[src/core/sbm_pkg.sv]
// Package with constants and types for the serial bus master with EEPROM autoload
package sbm_pkg;
   localparam int unsigned CLK_HZ          = 100_000_000;
   localparam int unsigned SCL_MAX_HZ      = 100_000;
   // Four quarter phases per bit; rounding up keeps the rate at or below the limit
   localparam int unsigned QTR_CYCLES      = (CLK_HZ + 4 * SCL_MAX_HZ - 1) / (4 * SCL_MAX_HZ);
   localparam int unsigned QTR_W           = 8;
   localparam logic [6:0]  EE_SLAVE_ADDR   = 7'h50;
   localparam logic [7:0]  EE_FUNC_IND     = 8'h00;
   localparam logic [7:0]  EE_BYTE_COUNT   = 8'h20;
   localparam logic [7:0]  EE_LAST_OFFSET  = 8'h07;
   localparam logic [7:0]  EE_OFS_CMD0     = 8'h02;
   localparam logic [7:0]  EE_OFS_CMD1     = 8'h03;
   localparam logic [7:0]  EE_OFS_SVID_LO  = 8'h04;
   localparam logic [7:0]  EE_OFS_SVID_HI  = 8'h05;
   localparam logic [7:0]  EE_OFS_SSID_LO  = 8'h06;
   localparam logic [7:0]  EE_OFS_SSID_HI  = 8'h07;
   localparam logic [7:0]  EE_START_OFFSET = 8'h00;
   localparam logic        DIR_WRITE       = 1'b0;
   localparam logic        DIR_READ        = 1'b1;
   localparam logic [15:0] CMD_RESET_VAL   = 16'h0000;
   localparam logic [15:0] SVID_RESET_VAL  = 16'h0000;
   localparam logic [15:0] SSID_RESET_VAL  = 16'h0000;

   // Bit-level operations handed to the bit engine
   typedef enum logic [2:0] {
      SBM_OP_START = 3'b000,
      SBM_OP_STOP  = 3'b001,
      SBM_OP_WRITE = 3'b010,
      SBM_OP_READ  = 3'b011,
      SBM_OP_RSTRT = 3'b100
   } sbm_op_e;

   typedef enum logic [3:0] {
      SBM_IDLE    = 4'b0000,
      SBM_START   = 4'b0001,
      SBM_ADDR    = 4'b0010,
      SBM_INDEX   = 4'b0011,
      SBM_RSTRT   = 4'b0100,
      SBM_RADDR   = 4'b0101,
      SBM_WDATA   = 4'b0110,
      SBM_RDATA   = 4'b0111,
      SBM_STOP    = 4'b1000,
      SBM_WAITOP  = 4'b1001
   } sbm_state_e;

   // Map an image byte onto the command register bits it loads
   function automatic logic [15:0] sbm_cmd_from_byte(input logic [7:0] b);
      logic [15:0] c;
      c      = 16'h0000;
      c[8]   = b[7];
      c[6:5] = b[6:5];
      c[2:0] = b[2:0];
      return c;
   endfunction : sbm_cmd_from_byte
endpackage : sbm_pkg

[src/core/sbm_bit_if.sv]
// Interface between the byte sequencer and the bit engine
`timescale 1ns/1ps
interface sbm_bit_if;
   import sbm_pkg::*;
   logic       req;
   sbm_op_e    op;
   logic [7:0] wbyte;
   logic       mack;
   logic       done;
   logic [7:0] rbyte;
   logic       ack_seen;
   logic       idle;
   modport seq (output req, output op, output wbyte, output mack,
                input done, input rbyte, input ack_seen, input idle);
   modport eng (input req, input op, input wbyte, input mack,
                output done, output rbyte, output ack_seen, output idle);
endinterface : sbm_bit_if

[src/core/sbm_bit_engine.sv]
// Bit engine: start, stop, byte write and byte read on open-drain lines
`timescale 1ns/1ps
module sbm_bit_engine #(
   parameter int unsigned QTR = sbm_pkg::QTR_CYCLES
) (
   // Clock and reset
   input  wire logic ref_clk_in,
   input  wire logic nrst_in,
   // Sequencer side
   sbm_bit_if.eng    bus,
   // Synchronised line levels
   input  wire logic sda_s_in,
   // Line drivers, high means released
   output logic      scl_rel_out,
   output logic      sda_rel_out
);
   import sbm_pkg::*;

   logic [QTR_W-1:0] qcnt_reg;
   logic [1:0]       phase_reg;
   logic [3:0]       bit_reg;
   logic             busy_reg;
   sbm_op_e          op_reg;
   logic [8:0]       sh_reg;
   logic             tick;
   logic             last_bit;

   assign tick     = busy_reg && (qcnt_reg == QTR_W'(QTR - 1));
   assign last_bit = (op_reg == SBM_OP_WRITE || op_reg == SBM_OP_READ) ? (bit_reg == 4'h8) : 1'b1;
   assign bus.idle = !busy_reg;

   always_ff @(posedge ref_clk_in) begin
      if (!nrst_in || !busy_reg || tick) qcnt_reg <= '0;
      else                               qcnt_reg <= qcnt_reg + 1'b1;
   end

   // Phase 0: SCL low, set SDA; 1: raise SCL; 2: SCL high, sample; 3: lower SCL
   always_ff @(posedge ref_clk_in) begin
      if (!nrst_in) begin
         busy_reg    <= 1'b0;
         phase_reg   <= 2'd0;
         bit_reg     <= 4'h0;
         op_reg      <= SBM_OP_STOP;
         sh_reg      <= '1;
         scl_rel_out <= 1'b1;
         sda_rel_out <= 1'b1;
         bus.done    <= 1'b0;
         bus.rbyte   <= 8'h00;
         bus.ack_seen<= 1'b0;
      end else begin
         bus.done <= 1'b0;
         if (!busy_reg && bus.req) begin
            busy_reg  <= 1'b1;
            phase_reg <= 2'd0;
            bit_reg   <= 4'h0;
            op_reg    <= bus.op;
            // Ninth bit is the acknowledge slot; released when reading the slave's ack
            sh_reg    <= (bus.op == SBM_OP_READ) ? {8'hff, !bus.mack} : {bus.wbyte, 1'b1};
         end else if (tick) begin
            phase_reg <= phase_reg + 2'd1;
            case (op_reg)
               SBM_OP_START, SBM_OP_RSTRT: begin
                  case (phase_reg)
                     2'd0: sda_rel_out <= 1'b1;
                     2'd1: scl_rel_out <= 1'b1;
                     2'd2: sda_rel_out <= 1'b0;   // SDA falls with SCL high
                     default: scl_rel_out <= 1'b0;
                  endcase
               end
               SBM_OP_STOP: begin
                  case (phase_reg)
                     2'd0: sda_rel_out <= 1'b0;
                     2'd1: scl_rel_out <= 1'b1;
                     2'd2: sda_rel_out <= 1'b1;   // SDA rises with SCL high
                     default: scl_rel_out <= 1'b1; // SCL left released while idle
                  endcase
               end
               default: begin
                  case (phase_reg)
                     2'd0: sda_rel_out <= sh_reg[8];   // Data changes only while SCL low
                     2'd1: scl_rel_out <= 1'b1;
                     2'd2: begin
                        sh_reg <= {sh_reg[7:0], sda_s_in};
                        if (bit_reg == 4'h8) bus.ack_seen <= !sda_s_in; // Low in ninth high phase is ack
                     end
                     default: scl_rel_out <= 1'b0;
                  endcase
               end
            endcase
            if (phase_reg == 2'd3) begin
               bit_reg <= bit_reg + 4'h1;
               if (last_bit) begin
                  busy_reg <= 1'b0;
                  bus.done <= 1'b1;
                  if (op_reg == SBM_OP_READ) bus.rbyte <= sh_reg[8:1];
               end
            end
         end
      end
   end
endmodule : sbm_bit_engine

[src/core/sbm_master.sv]
// Serial two-wire bus master with automatic EEPROM load after host reset
//
// How it works
// SCL and SDA are open drain: only pull low or release.
// Standard-mode master, 7-bit addressing, bit rate at most 100 kb/s.
// Every transfer opens with SDA falling while SCL is high.
// Every transfer closes with SDA rising while SCL is high.
// SDA changes only while SCL is low.
// Bytes are eight bits, each followed by one acknowledge slot.
// Receiver acknowledges by holding SDA low in the ninth high phase.
// Sole master; SCL runs near 100 kHz in cycles, released when idle.
// Multi-byte reads only by the autoloader; software does single bytes.
// Byte write: start, slave address, direction bit 0.
// Missing slave acknowledge sets the error status bit.
// Write sends index byte, then data byte MSB first, then stop.
// Byte read is the same but direction bit 1.
// Slave drives SDA on read data; master keeps SCL and acknowledges.
// After host reset release, a present bus triggers the EEPROM load.
// Autoloader addresses the EEPROM at slave address 1010000b.
// Image holds 00h at offset 00h and 20h at offset 01h.
// Offsets 02h, 03h load command bits 8, 6:5, 2:0 of functions 0, 1.
// Offsets 04h-07h load subsystem vendor id then subsystem id, low first.
// Bus is present only when SCL is pulled up externally.
// Writing the slave address register starts a transaction.
// Index goes out as word address; data register sends or captures a byte.
// Status reports read-data-valid, busy, error; holds protocol-select bit.
// Autoload ack failure stops, issues stop, keeps default register values.
`timescale 1ns/1ps
module sbm_master #(
   parameter int unsigned QTR = sbm_pkg::QTR_CYCLES
) (
   // Clock and reset
   input  wire logic  ref_clk_in,
   input  wire logic  nrst_in,
   // Two-wire pins, output enable low means driving low
   input  wire logic  scl_in,
   output logic       scl_out,
   output logic       scl_oe_n_out,
   input  wire logic  sda_in,
   output logic       sda_out,
   output logic       sda_oe_n_out,
   // Software registers
   input  wire logic  data_wr_in,
   input  wire logic [7:0] data_in,
   input  wire logic  index_wr_in,
   input  wire logic [7:0] index_in,
   input  wire logic  saddr_wr_in,
   input  wire logic [7:0] saddr_in,
   input  wire logic  ctrl_wr_in,
   input  wire logic  proto_sel_in,
   input  wire logic  err_clr_in,
   output logic [7:0] data_out,
   output logic [7:0] index_out,
   output logic [7:0] saddr_out,
   output logic       rd_valid_out,
   output logic       busy_out,
   output logic       error_out,
   output logic       proto_sel_out,
   // Loaded configuration
   output logic [15:0] cmd_f0_out,
   output logic [15:0] cmd_f1_out,
   output logic [15:0] ssvid_out,
   output logic [15:0] ssid_out,
   output logic       load_done_out
);
   import sbm_pkg::*;

   sbm_bit_if bif();

   logic       scl_s;
   logic       sda_s;
   logic       scl_rel;
   logic       sda_rel;
   sbm_state_e state_reg;
   sbm_state_e ret_reg;
   logic       auto_reg;
   logic       rnw_reg;
   logic       fail_reg;
   logic [7:0] ofs_reg;
   logic       req_reg;
   sbm_op_e    op_reg;
   logic [7:0] wbyte_reg;
   logic       mack_reg;
   logic       probe_reg;
   logic [1:0] probe_cnt_reg;

   sbm_sync u_scl_sync (
      .ref_clk_in (ref_clk_in),
      .nrst_in    (nrst_in),
      .d_in       (scl_in),
      .q_out      (scl_s)
   );

   sbm_sync u_sda_sync (
      .ref_clk_in (ref_clk_in),
      .nrst_in    (nrst_in),
      .d_in       (sda_in),
      .q_out      (sda_s)
   );

   sbm_bit_engine #(
      .QTR (QTR)
   ) u_eng (
      .ref_clk_in  (ref_clk_in),
      .nrst_in     (nrst_in),
      .bus         (bif.eng),
      .sda_s_in    (sda_s),
      .scl_rel_out (scl_rel),
      .sda_rel_out (sda_rel)
   );

   // Pins are never driven high; release lets the pullup set the level
   assign scl_out      = 1'b0;
   assign sda_out      = 1'b0;
   assign scl_oe_n_out = scl_rel;
   assign sda_oe_n_out = sda_rel;

   assign bif.req   = req_reg;
   assign bif.op    = op_reg;
   assign bif.wbyte = wbyte_reg;
   assign bif.mack  = mack_reg;

   assign busy_out = (state_reg != SBM_IDLE) || probe_reg;

   // Sample SCL a few cycles after reset release to detect the pullup
   always_ff @(posedge ref_clk_in) begin
      if (!nrst_in) begin
         probe_reg     <= 1'b1;
         probe_cnt_reg <= 2'd0;
      end else if (probe_reg) begin
         probe_cnt_reg <= probe_cnt_reg + 2'd1;
         if (probe_cnt_reg == 2'd3) probe_reg <= 1'b0;
      end
   end

   always_ff @(posedge ref_clk_in) begin
      if (!nrst_in) proto_sel_out <= 1'b0;
      else if (ctrl_wr_in) proto_sel_out <= proto_sel_in;
   end

   always_ff @(posedge ref_clk_in) begin
      if (!nrst_in) begin
         index_out <= 8'h00;
         saddr_out <= 8'h00;
      end else begin
         if (index_wr_in && busy_out == 1'b0) index_out <= index_in;
         if (saddr_wr_in && busy_out == 1'b0) saddr_out <= saddr_in;
      end
   end

   // Byte sequencer; one request per engine operation, then wait for done
   always_ff @(posedge ref_clk_in) begin
      if (!nrst_in) begin
         state_reg    <= SBM_IDLE;
         ret_reg      <= SBM_IDLE;
         auto_reg     <= 1'b0;
         rnw_reg      <= 1'b0;
         fail_reg     <= 1'b0;
         ofs_reg      <= 8'h00;
         req_reg      <= 1'b0;
         op_reg       <= SBM_OP_STOP;
         wbyte_reg    <= 8'h00;
         mack_reg     <= 1'b0;
         data_out     <= 8'h00;
         rd_valid_out <= 1'b0;
         error_out    <= 1'b0;
         cmd_f0_out   <= CMD_RESET_VAL;
         cmd_f1_out   <= CMD_RESET_VAL;
         ssvid_out    <= SVID_RESET_VAL;
         ssid_out     <= SSID_RESET_VAL;
         load_done_out<= 1'b0;
      end else begin
         req_reg <= 1'b0;
         // Clear yields to a fresh error raised below in the same cycle
         if (err_clr_in) error_out <= 1'b0;
         if (data_wr_in && !busy_out) begin
            data_out     <= data_in;
            rd_valid_out <= 1'b0;
         end
         case (state_reg)
            SBM_IDLE: begin
               if (probe_reg && probe_cnt_reg == 2'd3) begin
                  if (scl_s) begin
                     auto_reg  <= 1'b1;
                     rnw_reg   <= DIR_READ;
                     fail_reg  <= 1'b0;
                     ofs_reg   <= EE_START_OFFSET;
                     state_reg <= SBM_START;
                  end else begin
                     load_done_out <= 1'b1;
                  end
               end else if (!probe_reg && saddr_wr_in) begin
                  auto_reg     <= 1'b0;           // Software gets one byte only
                  rnw_reg      <= saddr_in[0];
                  fail_reg     <= 1'b0;
                  rd_valid_out <= 1'b0;
                  state_reg    <= SBM_START;
               end
            end
            SBM_START: begin
               req_reg   <= 1'b1;
               op_reg    <= SBM_OP_START;
               ret_reg   <= SBM_ADDR;
               state_reg <= SBM_WAITOP;
            end
            SBM_ADDR: begin
               req_reg   <= 1'b1;
               op_reg    <= SBM_OP_WRITE;
               // Address is always sent as a write first to load the word address
               wbyte_reg <= auto_reg ? {EE_SLAVE_ADDR, DIR_WRITE} : {saddr_out[7:1], DIR_WRITE};
               ret_reg   <= SBM_INDEX;
               state_reg <= SBM_WAITOP;
            end
            SBM_INDEX: begin
               req_reg   <= 1'b1;
               op_reg    <= SBM_OP_WRITE;
               wbyte_reg <= auto_reg ? EE_START_OFFSET : index_out;
               ret_reg   <= rnw_reg ? SBM_RSTRT : SBM_WDATA;
               state_reg <= SBM_WAITOP;
            end
            SBM_WDATA: begin
               req_reg   <= 1'b1;
               op_reg    <= SBM_OP_WRITE;
               wbyte_reg <= data_out;                // MSB first via engine shift
               ret_reg   <= SBM_STOP;
               state_reg <= SBM_WAITOP;
            end
            SBM_RSTRT: begin
               req_reg   <= 1'b1;
               op_reg    <= SBM_OP_RSTRT;
               ret_reg   <= SBM_RADDR;
               state_reg <= SBM_WAITOP;
            end
            SBM_RADDR: begin
               req_reg   <= 1'b1;
               op_reg    <= SBM_OP_WRITE;
               wbyte_reg <= auto_reg ? {EE_SLAVE_ADDR, DIR_READ} : {saddr_out[7:1], DIR_READ};
               ret_reg   <= SBM_RDATA;
               state_reg <= SBM_WAITOP;
            end
            SBM_RDATA: begin
               req_reg   <= 1'b1;
               op_reg    <= SBM_OP_READ;
               // Master acks each byte it receives except the last; the final byte before stop is left unacked
               mack_reg  <= auto_reg && (ofs_reg != EE_LAST_OFFSET);
               ret_reg   <= (auto_reg && ofs_reg != EE_LAST_OFFSET) ? SBM_RDATA : SBM_STOP;
               state_reg <= SBM_WAITOP;
            end
            SBM_STOP: begin
               req_reg   <= 1'b1;
               op_reg    <= SBM_OP_STOP;
               ret_reg   <= SBM_IDLE;
               state_reg <= SBM_WAITOP;
            end
            SBM_WAITOP: begin
               if (bif.done) begin
                  if (op_reg == SBM_OP_STOP) begin
                     state_reg <= SBM_IDLE;
                     if (auto_reg) load_done_out <= 1'b1;
                  end else if (op_reg == SBM_OP_WRITE && !bif.ack_seen) begin
                     error_out <= 1'b1;
                     fail_reg  <= 1'b1;
                     state_reg <= SBM_STOP;
                  end else if (op_reg == SBM_OP_READ) begin
                     if (auto_reg) begin
                        ofs_reg <= ofs_reg + 8'h01;
                        if (ofs_reg == EE_OFS_CMD0)    cmd_f0_out     <= sbm_cmd_from_byte(bif.rbyte);
                        if (ofs_reg == EE_OFS_CMD1)    cmd_f1_out     <= sbm_cmd_from_byte(bif.rbyte);
                        if (ofs_reg == EE_OFS_SVID_LO) ssvid_out[7:0] <= bif.rbyte;
                        if (ofs_reg == EE_OFS_SVID_HI) ssvid_out[15:8]<= bif.rbyte;
                        if (ofs_reg == EE_OFS_SSID_LO) ssid_out[7:0]  <= bif.rbyte;
                        if (ofs_reg == EE_OFS_SSID_HI) ssid_out[15:8] <= bif.rbyte;
                        // Image header is checked but a mismatch does not abort
                        if ((ofs_reg == 8'h00 && bif.rbyte != EE_FUNC_IND) ||
                            (ofs_reg == 8'h01 && bif.rbyte != EE_BYTE_COUNT)) error_out <= 1'b1;
                     end else begin
                        data_out     <= bif.rbyte;
                        rd_valid_out <= 1'b1;
                     end
                     state_reg <= ret_reg;
                  end else begin
                     state_reg <= ret_reg;
                  end
               end
            end
            default: state_reg <= SBM_IDLE;
         endcase
      end
   end
endmodule : sbm_master

[src/core/sbm_sync.sv]
// Two flip-flop synchroniser for a pin level
`timescale 1ns/1ps
module sbm_sync (
   // Clock and reset
   input  wire logic ref_clk_in,
   input  wire logic nrst_in,
   // Level
   input  wire logic d_in,
   output logic      q_out
);
   logic meta_reg;

   always_ff @(posedge ref_clk_in) begin
      if (!nrst_in) begin
         meta_reg <= 1'b1;
         q_out    <= 1'b1;
      end else begin
         meta_reg <= d_in;
         q_out    <= meta_reg;
      end
   end
endmodule : sbm_sync

[config.mk]
export PLATFORM = sky130hd
export DESIGN_NAME = sbm_master
export DESIGN_NICKNAME = d
export VERILOG_FILES = /design/src/core/sbm_pkg.sv /design/src/core/sbm_bit_if.sv /design/src/core/sbm_bit_engine.sv /design/src/core/sbm_master.sv /design/src/core/sbm_sync.sv
export SDC_FILE = /design/constraint.sdc
export NUM_CORES = 1
export LEC_CHECK = 0
export BUFFER_PORTS_ARGS = -buffer_cell sky130_fd_sc_hd__buf_4
export CAP_MARGIN = 20
export CORE_ASPECT_RATIO = 0.9
export CORE_MARGIN = 2
export CORE_UTILIZATION = 56
export DETAILED_ROUTE_END_ITERATION = 7
export GPL_ROUTABILITY_DRIVEN = 0
export PLACE_DENSITY = 0.85
export SKIP_LAST_GASP = 1
export SLEW_MARGIN = 20
export SYNTH_ARGS = -nofsm -noshare
export SYNTH_HDL_FRONTEND = slang
export SYNTH_SLANG_ARGS = --single-unit
[constraint.sdc]
create_clock -name ref_clk_in -period 5.7 [get_ports ref_clk_in]
set_clock_uncertainty 0.15 [all_clocks]
set_input_delay 1.14 -clock ref_clk_in [delete_from_list [all_inputs] [get_ports ref_clk_in]]
set_output_delay 1.14 -clock ref_clk_in [all_outputs]
set_load 0.01 [all_outputs]
* Yosys cells after proc, flatten, opt, wreduce, memory -nomap -nowiden *
Cells that the tools add are included.

cells by class
  add/subtract/negate cells = 5
  eq/ne operators = 46
  muxes and demuxes = 79
  bitwise operators = 9
  reductions and logical operators = 63

operator list
  operator             count
  $mux 8               17
  $mux 9               5
  $reduce_and 7->1     6
  $mux 1               38
  $eq 8x3->1 const B   4
  $pmux 4 s8           1
  $pmux 8 s4           1
  $mux 4               7
  $add 8x1->8 const B  2
  $eq 4x3->1 const B   4
  $eq 8x2->1 const B   2
  $pmux 8 s2           1
  $reduce_bool 8->1    2
  $pmux 3 s5           1
  $reduce_and 3->1     5
  $reduce_and 5->1     3
  $ne 2x2->1 const B   7
  $eq 3x2->1 const B   4
  $eq 4x4->1 const B   3
  $pmux 1 s2           6
  $pmux 4 s3           1
  $reduce_bool 2->1    6
  $logic_and 1x1->1    11
  $ne 3x2->1 const B   3
  other kinds (32)     62

word-level totals
  flip-flop bits (word level) = 149
  input bits = 34
  output and inout port bits = 97
  logic and storage cells = 241

* Logic depth before layout (Yosys ltp) *
Gate-level depths: netlist of the first run.

  depth after elaboration = 11
  mapped depth = 8
  depth with buffers taken out = 6

* By module *
Synthesis of the first run repeated with hierarchy kept, for this count alone.

unflattened totals
  cells, all modules = 713
  area, all modules = 6571.3 um2

by module, submodules not included
  module          instances  cells an instance  area an instance (um2)  sequential area each (um2)
  sbm_master      1          507                4689.5                  2122.0
  sbm_bit_engine  1          198                1776.7                  780.7
  sbm_sync        2          4                  52.6                    40.0

* Worst setup path after synthesis of the first run *
Ideal clock, no wire load.

  path type = reg-to-output
  start point = reg state_reg[2]
  end point = out busy_out
  arrival time = 1.419 ns
  data required time = 4.410 ns
  slack = 2.991 ns
  cell stages (with the launch flop) = 5
  path buffers = 2
  path through = dfxtp_1 -> clkbuf_1 -> nor4_1 -> clkbuf_1 -> nand2_1

on the way
  cells in the longest elaborated chain, start to end = 2

ends and longest elaborated chain
  what                    line               source
  from (decl)             sbm_master.sv:74   sbm_state_e state_reg;
  from (signal assigned)  sbm_master.sv:280  state_reg <= ret_reg;
  from (signal assigned)  sbm_master.sv:282  state_reg <= ret_reg;
  $reduce_bool 4->1       sbm_master.sv:123  assign busy_out = (state_reg != SBM_IDLE) || probe_reg;
  $logic_or 1x1->1        sbm_master.sv:123
  to (decl)               sbm_master.sv:56   output logic busy_out,

No other way between the ends.

* Worst setup path in the final report of the first run *
  start point = reg state_reg[3]
  end point = reg ssvid_out[0]

on the way
  cells in the longest elaborated chain, start to end = 2

ends and longest elaborated chain
  what                        line               source
  $eq 4x4->1                  sbm_master.sv:180  case (state_reg)
  $reduce_and 7->1 (no line)  n/a
  to (signal assigned)        sbm_master.sv:269  if (ofs_reg == EE_OFS_SVID_LO) ssvid_out[7:0] <= bif.rbyte;
  to (decl)                   sbm_master.sv:62   output logic [15:0] ssvid_out,

No other way between the ends.
A chain may end at the register's enable or synchronous reset.

==> results, run 1 <==
- The run finished with clean final reports.
- The number of DRC violations after detailed routing is 0.
- In this run the post-CTS setup repair buffer count came out at 0.
- The startpoint-to-endpoint class of the critical path is reg -> reg.
- Buffers inserted to repair hold after CTS numbered 0.
- The fraction of layout instances using a drive strength above 1 is approximately a fifth.
- The vias per cell is 5.984.
- The post-detailed-route wirelength per cell is 17.68 microns.
- The leakage power summed over all cells is 3.367 nW.
- The arrival time of the worst setup path is 3.43 ns.
- The synthesized design spends more area on one cell type than any other, namely sky130_fd_sc_hd__dfxtp_1.
- The initial antenna violation count is 0.
- In this run the critical register-to-register path is launched from state_reg[3]$_SDFFE_PN0P_.
- The cell count after synthesis is 744.
- For this run, the number of Yosys warnings is 0.
- For this block, the initial DRC count from the detailed router was about 730.
- The die is 119.4 microns wide.
- In this run the power density over the cells is between 300 and 400 nW/um^2.
- Of all flip-flops after synthesis, the portion carrying an async set or reset was 0%.
- The number of pins exceeding their max-slew limit in the final report is 0.
- The share of Yosys cell area claimed by the top area cell type is approximately 44%.
- In this run the clock root is driven by a sky130_fd_sc_hd__clkbuf_16.
- The setup TNS after final layout is 0 ns.
- The startpoint of the lowest-slack hold path is u_scl_sync.meta_reg$_SDFF_PN1_.
- After clock tree synthesis, the clock-pin slew on the worst setup and hold paths is about 0.06 ns.
- The fmax is approximately 310 MHz.
- The number of flip-flops and latches in the synthesized netlist is between 100 and 150.
- The post-synthesis area per instance is between 9 and 10 sq um.
- For this run, the number of standard cells in the final layout without fillers is 996.
- The remaining number of nets flagged by the antenna check after routing is 0.
- The synthesized netlist contains 63 unique library cells.
- The worst-case IR drop observed on VDD is 0.1761 mV.
- The final-layout fill cell count is 860.
- In this run the vertical extent of the chip is approximately 110 microns.
- The share of the clock period used by the worst path after layout is between 50 and 60%.
- Gates resized during post-CTS repair numbered 0.
- Among all flip-flop cells after synthesis, the most frequent one is sky130_fd_sc_hd__dfxtp_1.
- The cell area that synthesis handed to floorplanning was 6711 sq um.
- The number of nets in the final layout is 874.
- By area the synthesized netlist is led by sky130_fd_sc_hd__dfxtp_1 44%, sky130_fd_sc_hd__mux2i_1 11%, sky130_fd_sc_hd__nand2_1 6.1%, sky130_fd_sc_hd__nor2_1 3.1%, sky130_fd_sc_hd__buf_4 2.5%.
- Global routing used 27.37% of the available tracks across all layers.
- The initial core utilization is 57.99%.
- The final hold violation count is 0.
- The worst min-delay path class is reg -> reg.
- The type of origin of the critical path is a register.
- The first global-routing pass estimated 27.71 mm of wire.
- After legalization and detailed placement, the total HPWL measured 12.28 mm.
- Cells fill between 60% and 70% of the core in the end.
- The source-to-sink clock delay at the later pin of the worst-skew pair is 0.42 ns.
- 0 antenna diodes ended up in the layout.
- The final global-route overflow total is 0.
- The max-capacitance violation count is 0.
- For this block, the routed nets add up to 17.61 mm of wire.
- The count of H-tree levels built during CTS is 4.
- Setup violations remaining at the end of the flow were counted as 0.
- The post-synthesis sequential area ratio is around 44%.
- Of all nets on the critical path, the largest fanout is 23.
- The clock passes through at most 2 buffers.
- Setup repair after global routing left no endpoint under its margin.
- The number of core rows is 37.
- At the pin with the least slew margin, the transition time is 1.006 ns.
- The routed layout has a little under 6000 vias.
- The via count of the first global-routing pass is 5628.
- The required time of the critical path is 5.87 ns.
- The sink count of the clock tree is 149.
- Including well taps, the total number of placed cells is 964.
- The first-pass iteration count of the detailed router is 6.
- TritonCTS built the clock tree.
- The total clock buffers created by CTS is 17.
- After layout, the minimum clock period comes to around 3.3 ns.
- The area added between synthesis and finish is 20.25%.
- The beginning of the critical path is state_reg[3]$_SDFFE_PN0P_.
- The total core area is 11570 sq um.
- The number of I/O port buffers is 108.
- The die outline area is 12880 sq um.
- Headroom to the max-slew limit came out at between 30% and 40%.
- 131 I/O pins were placed.
- The worst setup path is captured at a register.
- The largest net degree at the start of global routing is 57.
- In this run, synthesis inferred 0 flip-flops with an integrated enable.
[kinds of logic after synthesis]
logic type      count (synthesis)  synth area share [%]
flops                         149                 44.44
compound gates                124                 12.83
other cells                     1               0.05587
simple gates                  287                 21.68
xor+xnor                       12                 1.566
buf+inv                        85                 6.115
fa+ha+maj                      13                 2.424
mux                            73                 10.89
[path summary, 6_finish.rpt]
check / to / slack (ns) / cells past startpoint
worst max-delay path: ssvid_out[0]$_SDFFE_PN0P_ / 2.43 / 4
worst min-delay path: u_scl_sync.q_out$_SDFF_PN1_ / 0.27 / 1
worst max register to register: ssvid_out[0]$_SDFFE_PN0P_ / 2.43 / 4
worst min register to register: u_scl_sync.q_out$_SDFF_PN1_ / 0.27 / 1
[cell usage after synthesis (4+ instances only)]
library cell,number
sky130_fd_sc_hd__dfxtp_1,149
sky130_fd_sc_hd__nand2_1,109
sky130_fd_sc_hd__mux2i_1,73
sky130_fd_sc_hd__nor2_1,56
sky130_fd_sc_hd__clkbuf_1,39
sky130_fd_sc_hd__a21oi_1,31
sky130_fd_sc_hd__nand3_1,31
sky130_fd_sc_hd__buf_4,22
sky130_fd_sc_hd__o21ai_0,22
sky130_fd_sc_hd__inv_1,17
sky130_fd_sc_hd__nor3_1,17
sky130_fd_sc_hd__ha_1,13
sky130_fd_sc_hd__nand2b_1,10
sky130_fd_sc_hd__a211oi_1,9
sky130_fd_sc_hd__a31oi_1,9
sky130_fd_sc_hd__nand3b_1,9
sky130_fd_sc_hd__nor4_1,8
sky130_fd_sc_hd__o2111ai_1,8
sky130_fd_sc_hd__o311ai_0,7
sky130_fd_sc_hd__xnor2_1,7
sky130_fd_sc_hd__or4_1,6
sky130_fd_sc_hd__buf_1,5
sky130_fd_sc_hd__or3_1,5
sky130_fd_sc_hd__xor2_1,5
sky130_fd_sc_hd__a2111o_1,4
sky130_fd_sc_hd__a222oi_1,4
sky130_fd_sc_hd__a22oi_1,4
sky130_fd_sc_hd__nor3_4,4
sky130_fd_sc_hd__o211ai_1,4
sky130_fd_sc_hd__or3b_2,4
[worst max-delay path: stages, from the launching register on]
cell                      delay, ns
sky130_fd_sc_hd__dfxtp_1       0.78
sky130_fd_sc_hd__or3b_2        0.52
sky130_fd_sc_hd__or3_1         0.73
sky130_fd_sc_hd__nor3_4        0.63
sky130_fd_sc_hd__mux2i_1       0.35
[through the flow]
step / hold slack [ns] / setup slack [ns] / power (W) / instance area, sq um
2_1_floorplan: 0.2363 / 2.991 / 0.001409 / 6790
4_1_cts: 0.2746 / 2.498 / 0.002581 / 8064
3_3_place_gp: 0.2420 / 2.720 / 0.001479 / 7478
3_5_place_dp: 0.2634 / 2.604 / 0.001495 / 7478
5_1_grt: 0.2754 / 2.247 / 0.002673 / 8070
6_report: 0.2678 / 2.434 / 0.002583 / 8070
[report_power, final]
part | internal [W] | switching, W | leakage, nW
logic | 0.000126 | 0.000194 | 1.89
clock network | 0.000665 | 0.000432 | 0.270
registers | 0.00109 | 0.0000743 | 1.20
total | 0.00188 | 0.000701 | 3.37
[cell type report]
class	count	area, sq um	share of cell area [%]
Multi-Input combinational cell	531	3410	42.25
Sequential cell	149	2983	36.96
Timing Repair Buffer	111	833.3	10.33
Clock buffer	20	456.7	5.659
Tap cell	156	195.2	2.419
Clock inverter	12	128.9	1.597
Inverter	17	63.81	0.7907
[cell usage in the layout (no fill, tap or decap), types with 7 or more instances in the layout]
cell                        count
sky130_fd_sc_hd__conb_1        22
sky130_fd_sc_hd__nand3b_1       9
sky130_fd_sc_hd__nor3_1        17
sky130_fd_sc_hd__xnor2_1        7
sky130_fd_sc_hd__o311ai_0       7
sky130_fd_sc_hd__a21oi_1       31
sky130_fd_sc_hd__buf_4        111
sky130_fd_sc_hd__clkbuf_16     17
sky130_fd_sc_hd__dfxtp_1      149
sky130_fd_sc_hd__a211oi_1       9
sky130_fd_sc_hd__nor2_1        56
sky130_fd_sc_hd__o2111ai_1      8
sky130_fd_sc_hd__a31oi_1        9
sky130_fd_sc_hd__mux2i_1       73
sky130_fd_sc_hd__o21ai_0       22
sky130_fd_sc_hd__inv_1         17
sky130_fd_sc_hd__nand3_1       31
sky130_fd_sc_hd__nand2b_1      10
sky130_fd_sc_hd__nand2_1      109
sky130_fd_sc_hd__ha_1          13
[metal layers]
layer,up-vias,global-route usage [%],part of all wire (%)
met3,37,7.256,7.3
met2,268,46.06,50
met1,2869,33.31,40
met4,0,11.51,2.3
met5,-,0,0
li1,2786,-,-
Power figures use the tool's default switching activity.
==> run 2: changes to the inputs <==
--- a/config.mk
+++ b/config.mk
@@ -9,10 +9,10 @@
 export CAP_MARGIN = 20
 export CORE_ASPECT_RATIO = 0.9
 export CORE_MARGIN = 2
-export CORE_UTILIZATION = 56
+export CORE_UTILIZATION = 55
 export DETAILED_ROUTE_END_ITERATION = 7
 export GPL_ROUTABILITY_DRIVEN = 0
-export PLACE_DENSITY = 0.85
+export PLACE_DENSITY = 0.84
 export SKIP_LAST_GASP = 1
 export SLEW_MARGIN = 20
 export SYNTH_ARGS = -nofsm -noshare
==> constraint.sdc (replaced) <==
create_clock -name ref_clk_in -period 3.1 [get_ports ref_clk_in]
set_clock_uncertainty 0.15 [all_clocks]
set_input_delay 0.62 -clock ref_clk_in [delete_from_list [all_inputs] [get_ports ref_clk_in]]
set_output_delay 0.62 -clock ref_clk_in [all_outputs]
set_load 0.01 [all_outputs]
==> run 2 against run 1 <==
  * Die area up 1.8%
  * Sequential cell count unchanged
  * Design area up 1.2%
  * Largest power group unchanged
  * Via count down 2.8%
  * Register-to-register slack worse by 2.0 ns
  * Worst setup slack worse by 2.0 ns
  * Combinational power up 110%
  * Critical path depth unchanged
  * Global-route usage down 1.9 points
  * Core utilization down 1.6 points
  * Sequential power up 78%
  * First-iteration DRC count down 36%
  * Highest routed layer unchanged
  * Largest cell class unchanged
==> results, run 2 (synthesized netlist as in run 1, its figures left out) <==
- The count of H-tree levels built during CTS came to 4 (unchanged).
- The timing endpoint of the critical path is cmd_f1_out[0]$_SDFFE_PN0P_.
- The setup TNS after final layout came to 0 ns (unchanged).
- The largest net degree at the start of global routing is 106 (+86%).
- The fraction of layout instances using a drive strength above 1 came to 20.56% (+1.2 points).
- The die outline area is 13100 sq um (+1.8%).
- The final core utilization is 68.14% (-1.6 points).
- The final global-route overflow total is 0 (unchanged).
- The number of pins exceeding their max-slew limit in the final report is 0 (unchanged).
- The total core area is 11980 sq um (+3.5%).
- The horizontal die dimension was 120.4 microns (+0.88%).
- The combinational fraction of design power came to 14.3% (+1.9 points).
- The cell internal power dissipation was 0.003412 W (+81%).
- The count of routing violations after the opening detailed-route iteration was 470 (-36%).
- The part of the total power dissipated in sequential elements is 43.7% (-1.4 points).
- The remaining number of nets flagged by the antenna check after routing is 0 (unchanged).
- The final hold violation count is 0 (unchanged).
- The number of DRC violations after detailed routing was 0 (unchanged).
- The worst register-to-register path begins at ofs_reg[3]$_SDFFE_PN0P_.
- The post-cts hold buffer count is 0 (unchanged).
- The clock-pin slew of the registers on the worst-case setup and hold paths is 0.07 ns (about the same).
- The final routed wirelength across all metal layers is 16.74 mm (-5.0%).
- The capture instance of the worst register-to-register path is cmd_f1_out[0]$_SDFFE_PN0P_.
- The sink count of the clock tree came to 149 (unchanged).
- The share of the clock period used by the worst path after layout came to 86.53% (+29 points).
- The total clock buffers created by CTS came to 17 (unchanged).
- The worst setup path is launched from a register.
- The minimum period implied by the final worst setup slack is 2.683 ns (-0.5839 ns).
- The nature of the critical path endpoint is a register.
- In the layout the commonest cells are 149 x sky130_fd_sc_hd__dfxtp_1, 121 x sky130_fd_sc_hd__buf_4, 109 x sky130_fd_sc_hd__nand2_1.
- The run finished with clean final reports.
- The source-to-sink clock delay at the later pin of the worst-skew pair came to 0.42 ns (about the same).
- The clock tree from TritonCTS is built.
- The required time of the critical path is 3.29 ns (-2.58 ns).
- Relative to the synthesized area, the layout overhead comes to 21.64%.
- The proportion of total power due to net switching is 28.49% (+1.3 points).
- The count of inserted antenna diode cells came to 0 (unchanged).
- The first-pass iteration count of the detailed router is 6 (unchanged).
- The arrival time of the worst setup path is 2.87 ns (-0.56 ns).
- Setup repair after global routing left no endpoint under its margin.
- The worst min-delay path class is in -> reg.
- The number of buffers added for setup after CTS is 0 (unchanged).
- The post-detailed-route wirelength per cell is 16.55 microns (-6.4%).
- The number of buffers between clock root and the deepest sink came to 2 (unchanged).
- The depth of the worst register-to-register path is 4 (unchanged).
- The relative max-transition margin is 37.96% (+5.0 points).
- The max-capacitance violation count is 0 (unchanged).
- The initial core utilization is 56.02% (-2.0 points).
- The startpoint-to-endpoint class of the critical path is reg -> reg.
- The most common library cell in the layout ignoring fill and taps is sky130_fd_sc_hd__dfxtp_1.
- The boundary pin count came to 131 (unchanged).
- The total power is 0.004771 W (+85%).
- The net load switching power is 0.001359 W (+94%).
- The post-DP HPWL is 11.36 mm (-7.5%).
- The total via count in the routed design is 5793 (-2.8%).
- The slew at the pin with the worst max-slew slack is 0.9234 ns (-0.08227 ns).
- The initial antenna violation count came to 0 (unchanged).
- The internal reg-to-reg setup slack is 0.42 ns (-2.02 ns).
- The chip height is 108.8 microns (+0.87%).
- The wire length of the first global-routing pass came to 26.48 mm (-4.4%).
- The post-cts resize count came to 0 (unchanged).
- The number of nets in the final layout is 885 (+1.3%).
- The number of I/O port buffers was 108 (unchanged).
- The power density over the cells is 584.4 nW/um^2 (+83%).
- The portion of total power attributed to the clock network is 42.0% (-0.5 points).
- The count of final setup violators is 0 (unchanged).
- The master cell of the clock root buffer is sky130_fd_sc_hd__clkbuf_16.
- The largest fanout of any net on the critical path is 7 (-70%).
- The fmax is 372.8 MHz (+22%).
- The via count of the first global-routing pass is 5276 (-6.3%).
- The critical path starts at ofs_reg[3]$_SDFFE_PN0P_.
- The number of core rows came to 38 (+2.7%).
- The maximum vdd drop is 0.4598 mV (+160%).
- The leakage power summed over all cells was 3.426 nW (+1.8%).
- The vias per cell is 5.730 (-4.2%).
- The aggregate global-route resource usage is 25.49% (-1.9 points).
==> run 2: routing by layer <==
metal  track usage, %  routed length (microns)
met1            34.29                     7435
met2            40.92                     7986
met3            5.649                     1036
met4            8.389                      277
met5                0                        0
==> run 2: final cells by class <==
| cell class | count | area (sq um) |
|---|---|---|
| fill | 943 | 3817 |
| multi-input combinational | 531 | 3410 |
| sequential | 149 | 2983 |
| timing repair buffer | 122 | 928.4 |
| clock buffer | 18 | 439.2 |
| tap | 160 | 200.2 |
| clock inverter | 14 | 140.1 |
| inverter | 17 | 63.81 |
==> run 2: how the worst min path moves through the flow <==
stage / startpoint / to / slack, ns / depth (start not counted)
final: sda_in / u_sda_sync.meta_reg$_SDFF_PN1_ / 0.23 / 2
after global routing: scl_in / u_scl_sync.meta_reg$_SDFF_PN1_ / 0.22 / 2
after CTS: sda_in / u_sda_sync.meta_reg$_SDFF_PN1_ / 0.22 / 2
after detailed placement: u_sda_sync.meta_reg$_SDFF_PN1_ / u_sda_sync.q_out$_SDFF_PN1_ / 0.24 / 1
after global placement: u_sda_sync.meta_reg$_SDFF_PN1_ / u_sda_sync.q_out$_SDFF_PN1_ / 0.24 / 1
after floorplan: u_scl_sync.meta_reg$_SDFF_PN1_ / u_scl_sync.q_out$_SDFF_PN1_ / 0.24 / 1
==> run 2: worst max-delay path, stage by stage (launching register included) <==
cell                      delay, ns
sky130_fd_sc_hd__dfxtp_1       0.35
sky130_fd_sc_hd__or4_1         0.56
sky130_fd_sc_hd__or3b_1        0.67
sky130_fd_sc_hd__nor4_4        0.60
sky130_fd_sc_hd__mux2i_1       0.26
==> run 2: per-stage QoR <==
| step | worst slack (ns) | std cells | hold WS, ns | instance area, sq um |
|---|---|---|---|---|
| floorplan | 0.8081 | 765 | 0.2363 | 6790 |
| global placement | 0.5165 | 979 | 0.2393 | 7579 |
| detailed placement | 0.4603 | 979 | 0.2444 | 7579 |
| CTS | 0.4248 | 1011 | 0.2216 | 8158 |
| global route | 0.3155 | 1011 | 0.2240 | 8164 |
| finish | 0.4175 | 1011 | 0.2312 | 8164 |
==> run 2: power groups by stage <==
stage                     logic, W  registers, W  clock network [W]
after floorplan           0.000484       0.00211                  0
after global placement    0.000654       0.00212                  0
after detailed placement  0.000662       0.00212                  0
after CTS                 0.000670       0.00208            0.00203
after global routing      0.000746       0.00209            0.00212
final                     0.000683       0.00208            0.00200
==> run 3: changes to the inputs <==
--- a/config.mk
+++ b/config.mk
@@ -8,11 +8,11 @@
 export BUFFER_PORTS_ARGS = -buffer_cell sky130_fd_sc_hd__buf_4
 export CAP_MARGIN = 20
 export CORE_ASPECT_RATIO = 0.9
-export CORE_MARGIN = 2
 export CORE_UTILIZATION = 55
 export DETAILED_ROUTE_END_ITERATION = 7
 export GPL_ROUTABILITY_DRIVEN = 0
 export PLACE_DENSITY = 0.84
+export REMOVE_ABC_BUFFERS = 1
 export SKIP_LAST_GASP = 1
 export SLEW_MARGIN = 20
 export SYNTH_ARGS = -nofsm -noshare
==> run 3 against run 2 <==
  * Cell count decreased by 0.49%
  * Via count up 3.1%
  * Die area down 3.5%
  * Critical path type unchanged
  * Critical endpoint is now ssid_out[6]$_SDFFE_PN0P_
==> results, run 3 (synthesized netlist as in run 1, its figures left out) <==
- The via count of the first global-routing pass is 5558 (+5.3%).
- The remaining number of nets flagged by the antenna check after routing is 0 (unchanged).
- The post-cts resize count came to 0 (unchanged).
- The master cell of the clock root buffer is sky130_fd_sc_hd__clkbuf_16.
- The post-DP HPWL was 12.25 mm (+7.9%).
- The number of buffers between clock root and the deepest sink is 2 (unchanged).
- The count of inserted antenna diode cells is 0 (unchanged).
- The aggregate global-route resource usage is 27.70% (+2.2 points).
- The critical path goes through or4_1 > or3b_1 > nor3_4 > mux2i_1.
- The fmax is 370.3 MHz (-0.67%).
- The boundary pin count is 131 (unchanged).
- The max-capacitance violation count is 0 (unchanged).
- The total via count in the routed design came to 5971 (+3.1%).
- The wire length of the first global-routing pass is 27.80 mm (+5.0%).
- The number of core rows is 37 (-2.6%).
- The number of pins exceeding their max-slew limit in the final report was 0 (unchanged).
- The count of final setup violators is 0 (unchanged).
- The initial core utilization is 57.53% (+1.5 points).
- The source-to-sink clock delay at the later pin of the worst-skew pair is 0.43 ns (about the same).
- The slew at the pin with the worst max-slew slack came to 0.7753 ns (-0.1481 ns).
- Setup repair after global routing left no endpoint under its margin.
- The setup TNS after final layout is 0 ns (unchanged).
- The number of nets in the final layout is 884 (-0.11%).
- The vias per cell is 5.935 (+3.6%).
- The relative max-transition margin was 48.21% (+10 points).
- The largest net degree at the start of global routing was 57 (-46%).
- The total core area was 11670 sq um (-2.6%).
- Leaving out fill and tap cells, the most frequent cells in the layout are 149 x sky130_fd_sc_hd__dfxtp_1, 121 x sky130_fd_sc_hd__buf_4, 109 x sky130_fd_sc_hd__nand2_1.
- The first-pass iteration count of the detailed router is 5 (-1).
- The worst setup path is captured at a register.
- The library cell used most frequently in the layout, excluding fill and tap cells, is sky130_fd_sc_hd__dfxtp_1.
- The cell family with the largest share of critical-path delay is simple AND/OR/NAND/NOR gates.
- The maximum vdd drop is 0.4794 mV (+4.3%).
- The power density over the cells is 576.5 nW/um^2 (-1.3%).
- The clock tree from TritonCTS is built.
- The slowest stage of the critical path is the sky130_fd_sc_hd__or3b_1 cell.
- Relative to the synthesized area, the layout overhead comes to 20.75%.
- The minimum period implied by the final worst setup slack is 2.701 ns (+0.01813 ns).
- The die outline area was 12650 sq um (-3.5%).
- The delay contributed by the slowest stage of the critical path is 0.66 ns (about the same).
- The share of the clock period used by the worst path after layout is 87.12% (+0.58 points).
- The initial antenna violation count is 0 (unchanged).
- The number of I/O port buffers is 108 (unchanged).
- The final routed wirelength across all metal layers is 17.23 mm (+3.0%).
- The final hold violation count was 0 (unchanged).
- The count of H-tree levels built during CTS is 4 (unchanged).
- The final instance area is 8104 sq um (-0.74%).
- The sink count of the clock tree came to 149 (unchanged).
- The chip height is 106.8 microns (-1.8%).
- The arrival time of the worst setup path is 2.90 ns (+0.03 ns).
- The worst min-delay path class is in -> reg.
- The leakage power summed over all cells was 3.410 nW (-0.48%).
- The run finished with clean final reports.
- The required time of the critical path is 3.30 ns (about the same).
- The number of DRC violations after detailed routing is 0 (unchanged).
- The total clock buffers created by CTS came to 17 (unchanged).
- The largest fanout of any net on the critical path is 8 (+1).
- The post-detailed-route wirelength per cell is 17.13 microns (+3.5%).
- The horizontal die dimension is 118.4 microns (-1.7%).
- The clock-pin slew of the registers on the worst-case setup and hold paths is 0.06 ns (about the same).
- The count of routing violations after the opening detailed-route iteration is 475 (+1.1%).
- The fraction of layout instances using a drive strength above 1 was 20.35% (-0.21 points).
- STA classifies the critical path startpoint as a register.
- The final global-route overflow total is 0 (unchanged).
- The total cell area at the placement stage is 7553 sq um (-0.33%).
- The number of buffers added for setup after CTS came to 0 (unchanged).
- The post-cts hold buffer count is 0 (unchanged).
- The combined buffer and inverter count along the critical path is 0 (unchanged).
- The worst setup path is of the reg -> reg kind.
==> run 3: layout make-up <==
type | instances | area (sq um)
clock buffers | 19 | 452.9
clock inverters | 13 | 97.59
fillers | 874 | 3562
inverters | 17 | 63.81
multi-input cells | 531 | 3403
flip-flops and latches | 149 | 2983
well taps | 156 | 195.2
repair buffers | 121 | 908.4
==> run 3: report_power, final <==
group / internal [W] / total [W] / leakage, nW / switching (W)
Clock: 0.00107 / 0.00192 / 0.263 / 0.000850
Sequential: 0.00201 / 0.00211 / 1.20 / 0.000101
Combinational: 0.000248 / 0.000645 / 1.94 / 0.000396
Total: 0.00333 / 0.00467 / 3.41 / 0.00135
==> run 3: final timing paths <==
check / endpoint / slack [ns] / cells after the start / from
worst max-delay path: ssid_out[6]$_SDFFE_PN0P_ / 0.40 / 4 / ofs_reg[3]$_SDFFE_PN0P_
worst min-delay path: u_scl_sync.meta_reg$_SDFF_PN1_ / 0.22 / 2 / scl_in
worst max register to register: ssid_out[6]$_SDFFE_PN0P_ / 0.40 / 4 / ofs_reg[3]$_SDFFE_PN0P_
worst min register to register: u_sda_sync.q_out$_SDFF_PN1_ / 0.26 / 1 / u_sda_sync.meta_reg$_SDFF_PN1_
==> run 3: layer usage <==
layer / up-vias / GRT usage, % / routed length [microns]
met5: - / 0 / 0
met4: 0 / 8.409 / 282
met3: 30 / 6.277 / 1358
met2: 320 / 46.81 / 8130
met1: 2836 / 35.36 / 7457
li1: 2785 / - / -
==> run 3: worst register-to-register path, cell delays in order, from the launching register on <==
cell and delay [ns]:
sky130_fd_sc_hd__dfxtp_1 0.36, sky130_fd_sc_hd__or4_1 0.58, sky130_fd_sc_hd__or3b_1 0.66, sky130_fd_sc_hd__nor3_4 0.61, sky130_fd_sc_hd__mux2i_1 0.27
==> run 3: through the flow <==
stage	utilization (%)	cells	hold WS [ns]	total power (W)	worst slack, ns
6_report	69.47	1006	0.2242	0.004672	0.3994
3_5_place_dp	64.75	974	0.2421	0.002770	0.4564
4_1_cts	69.47	1006	0.2138	0.004663	0.4060
3_3_place_gp	64.75	974	0.2403	0.002744	0.5617
5_1_grt	69.47	1006	0.2194	0.004835	0.2775
2_1_floorplan	-	697	0.2363	0.002521	0.07683
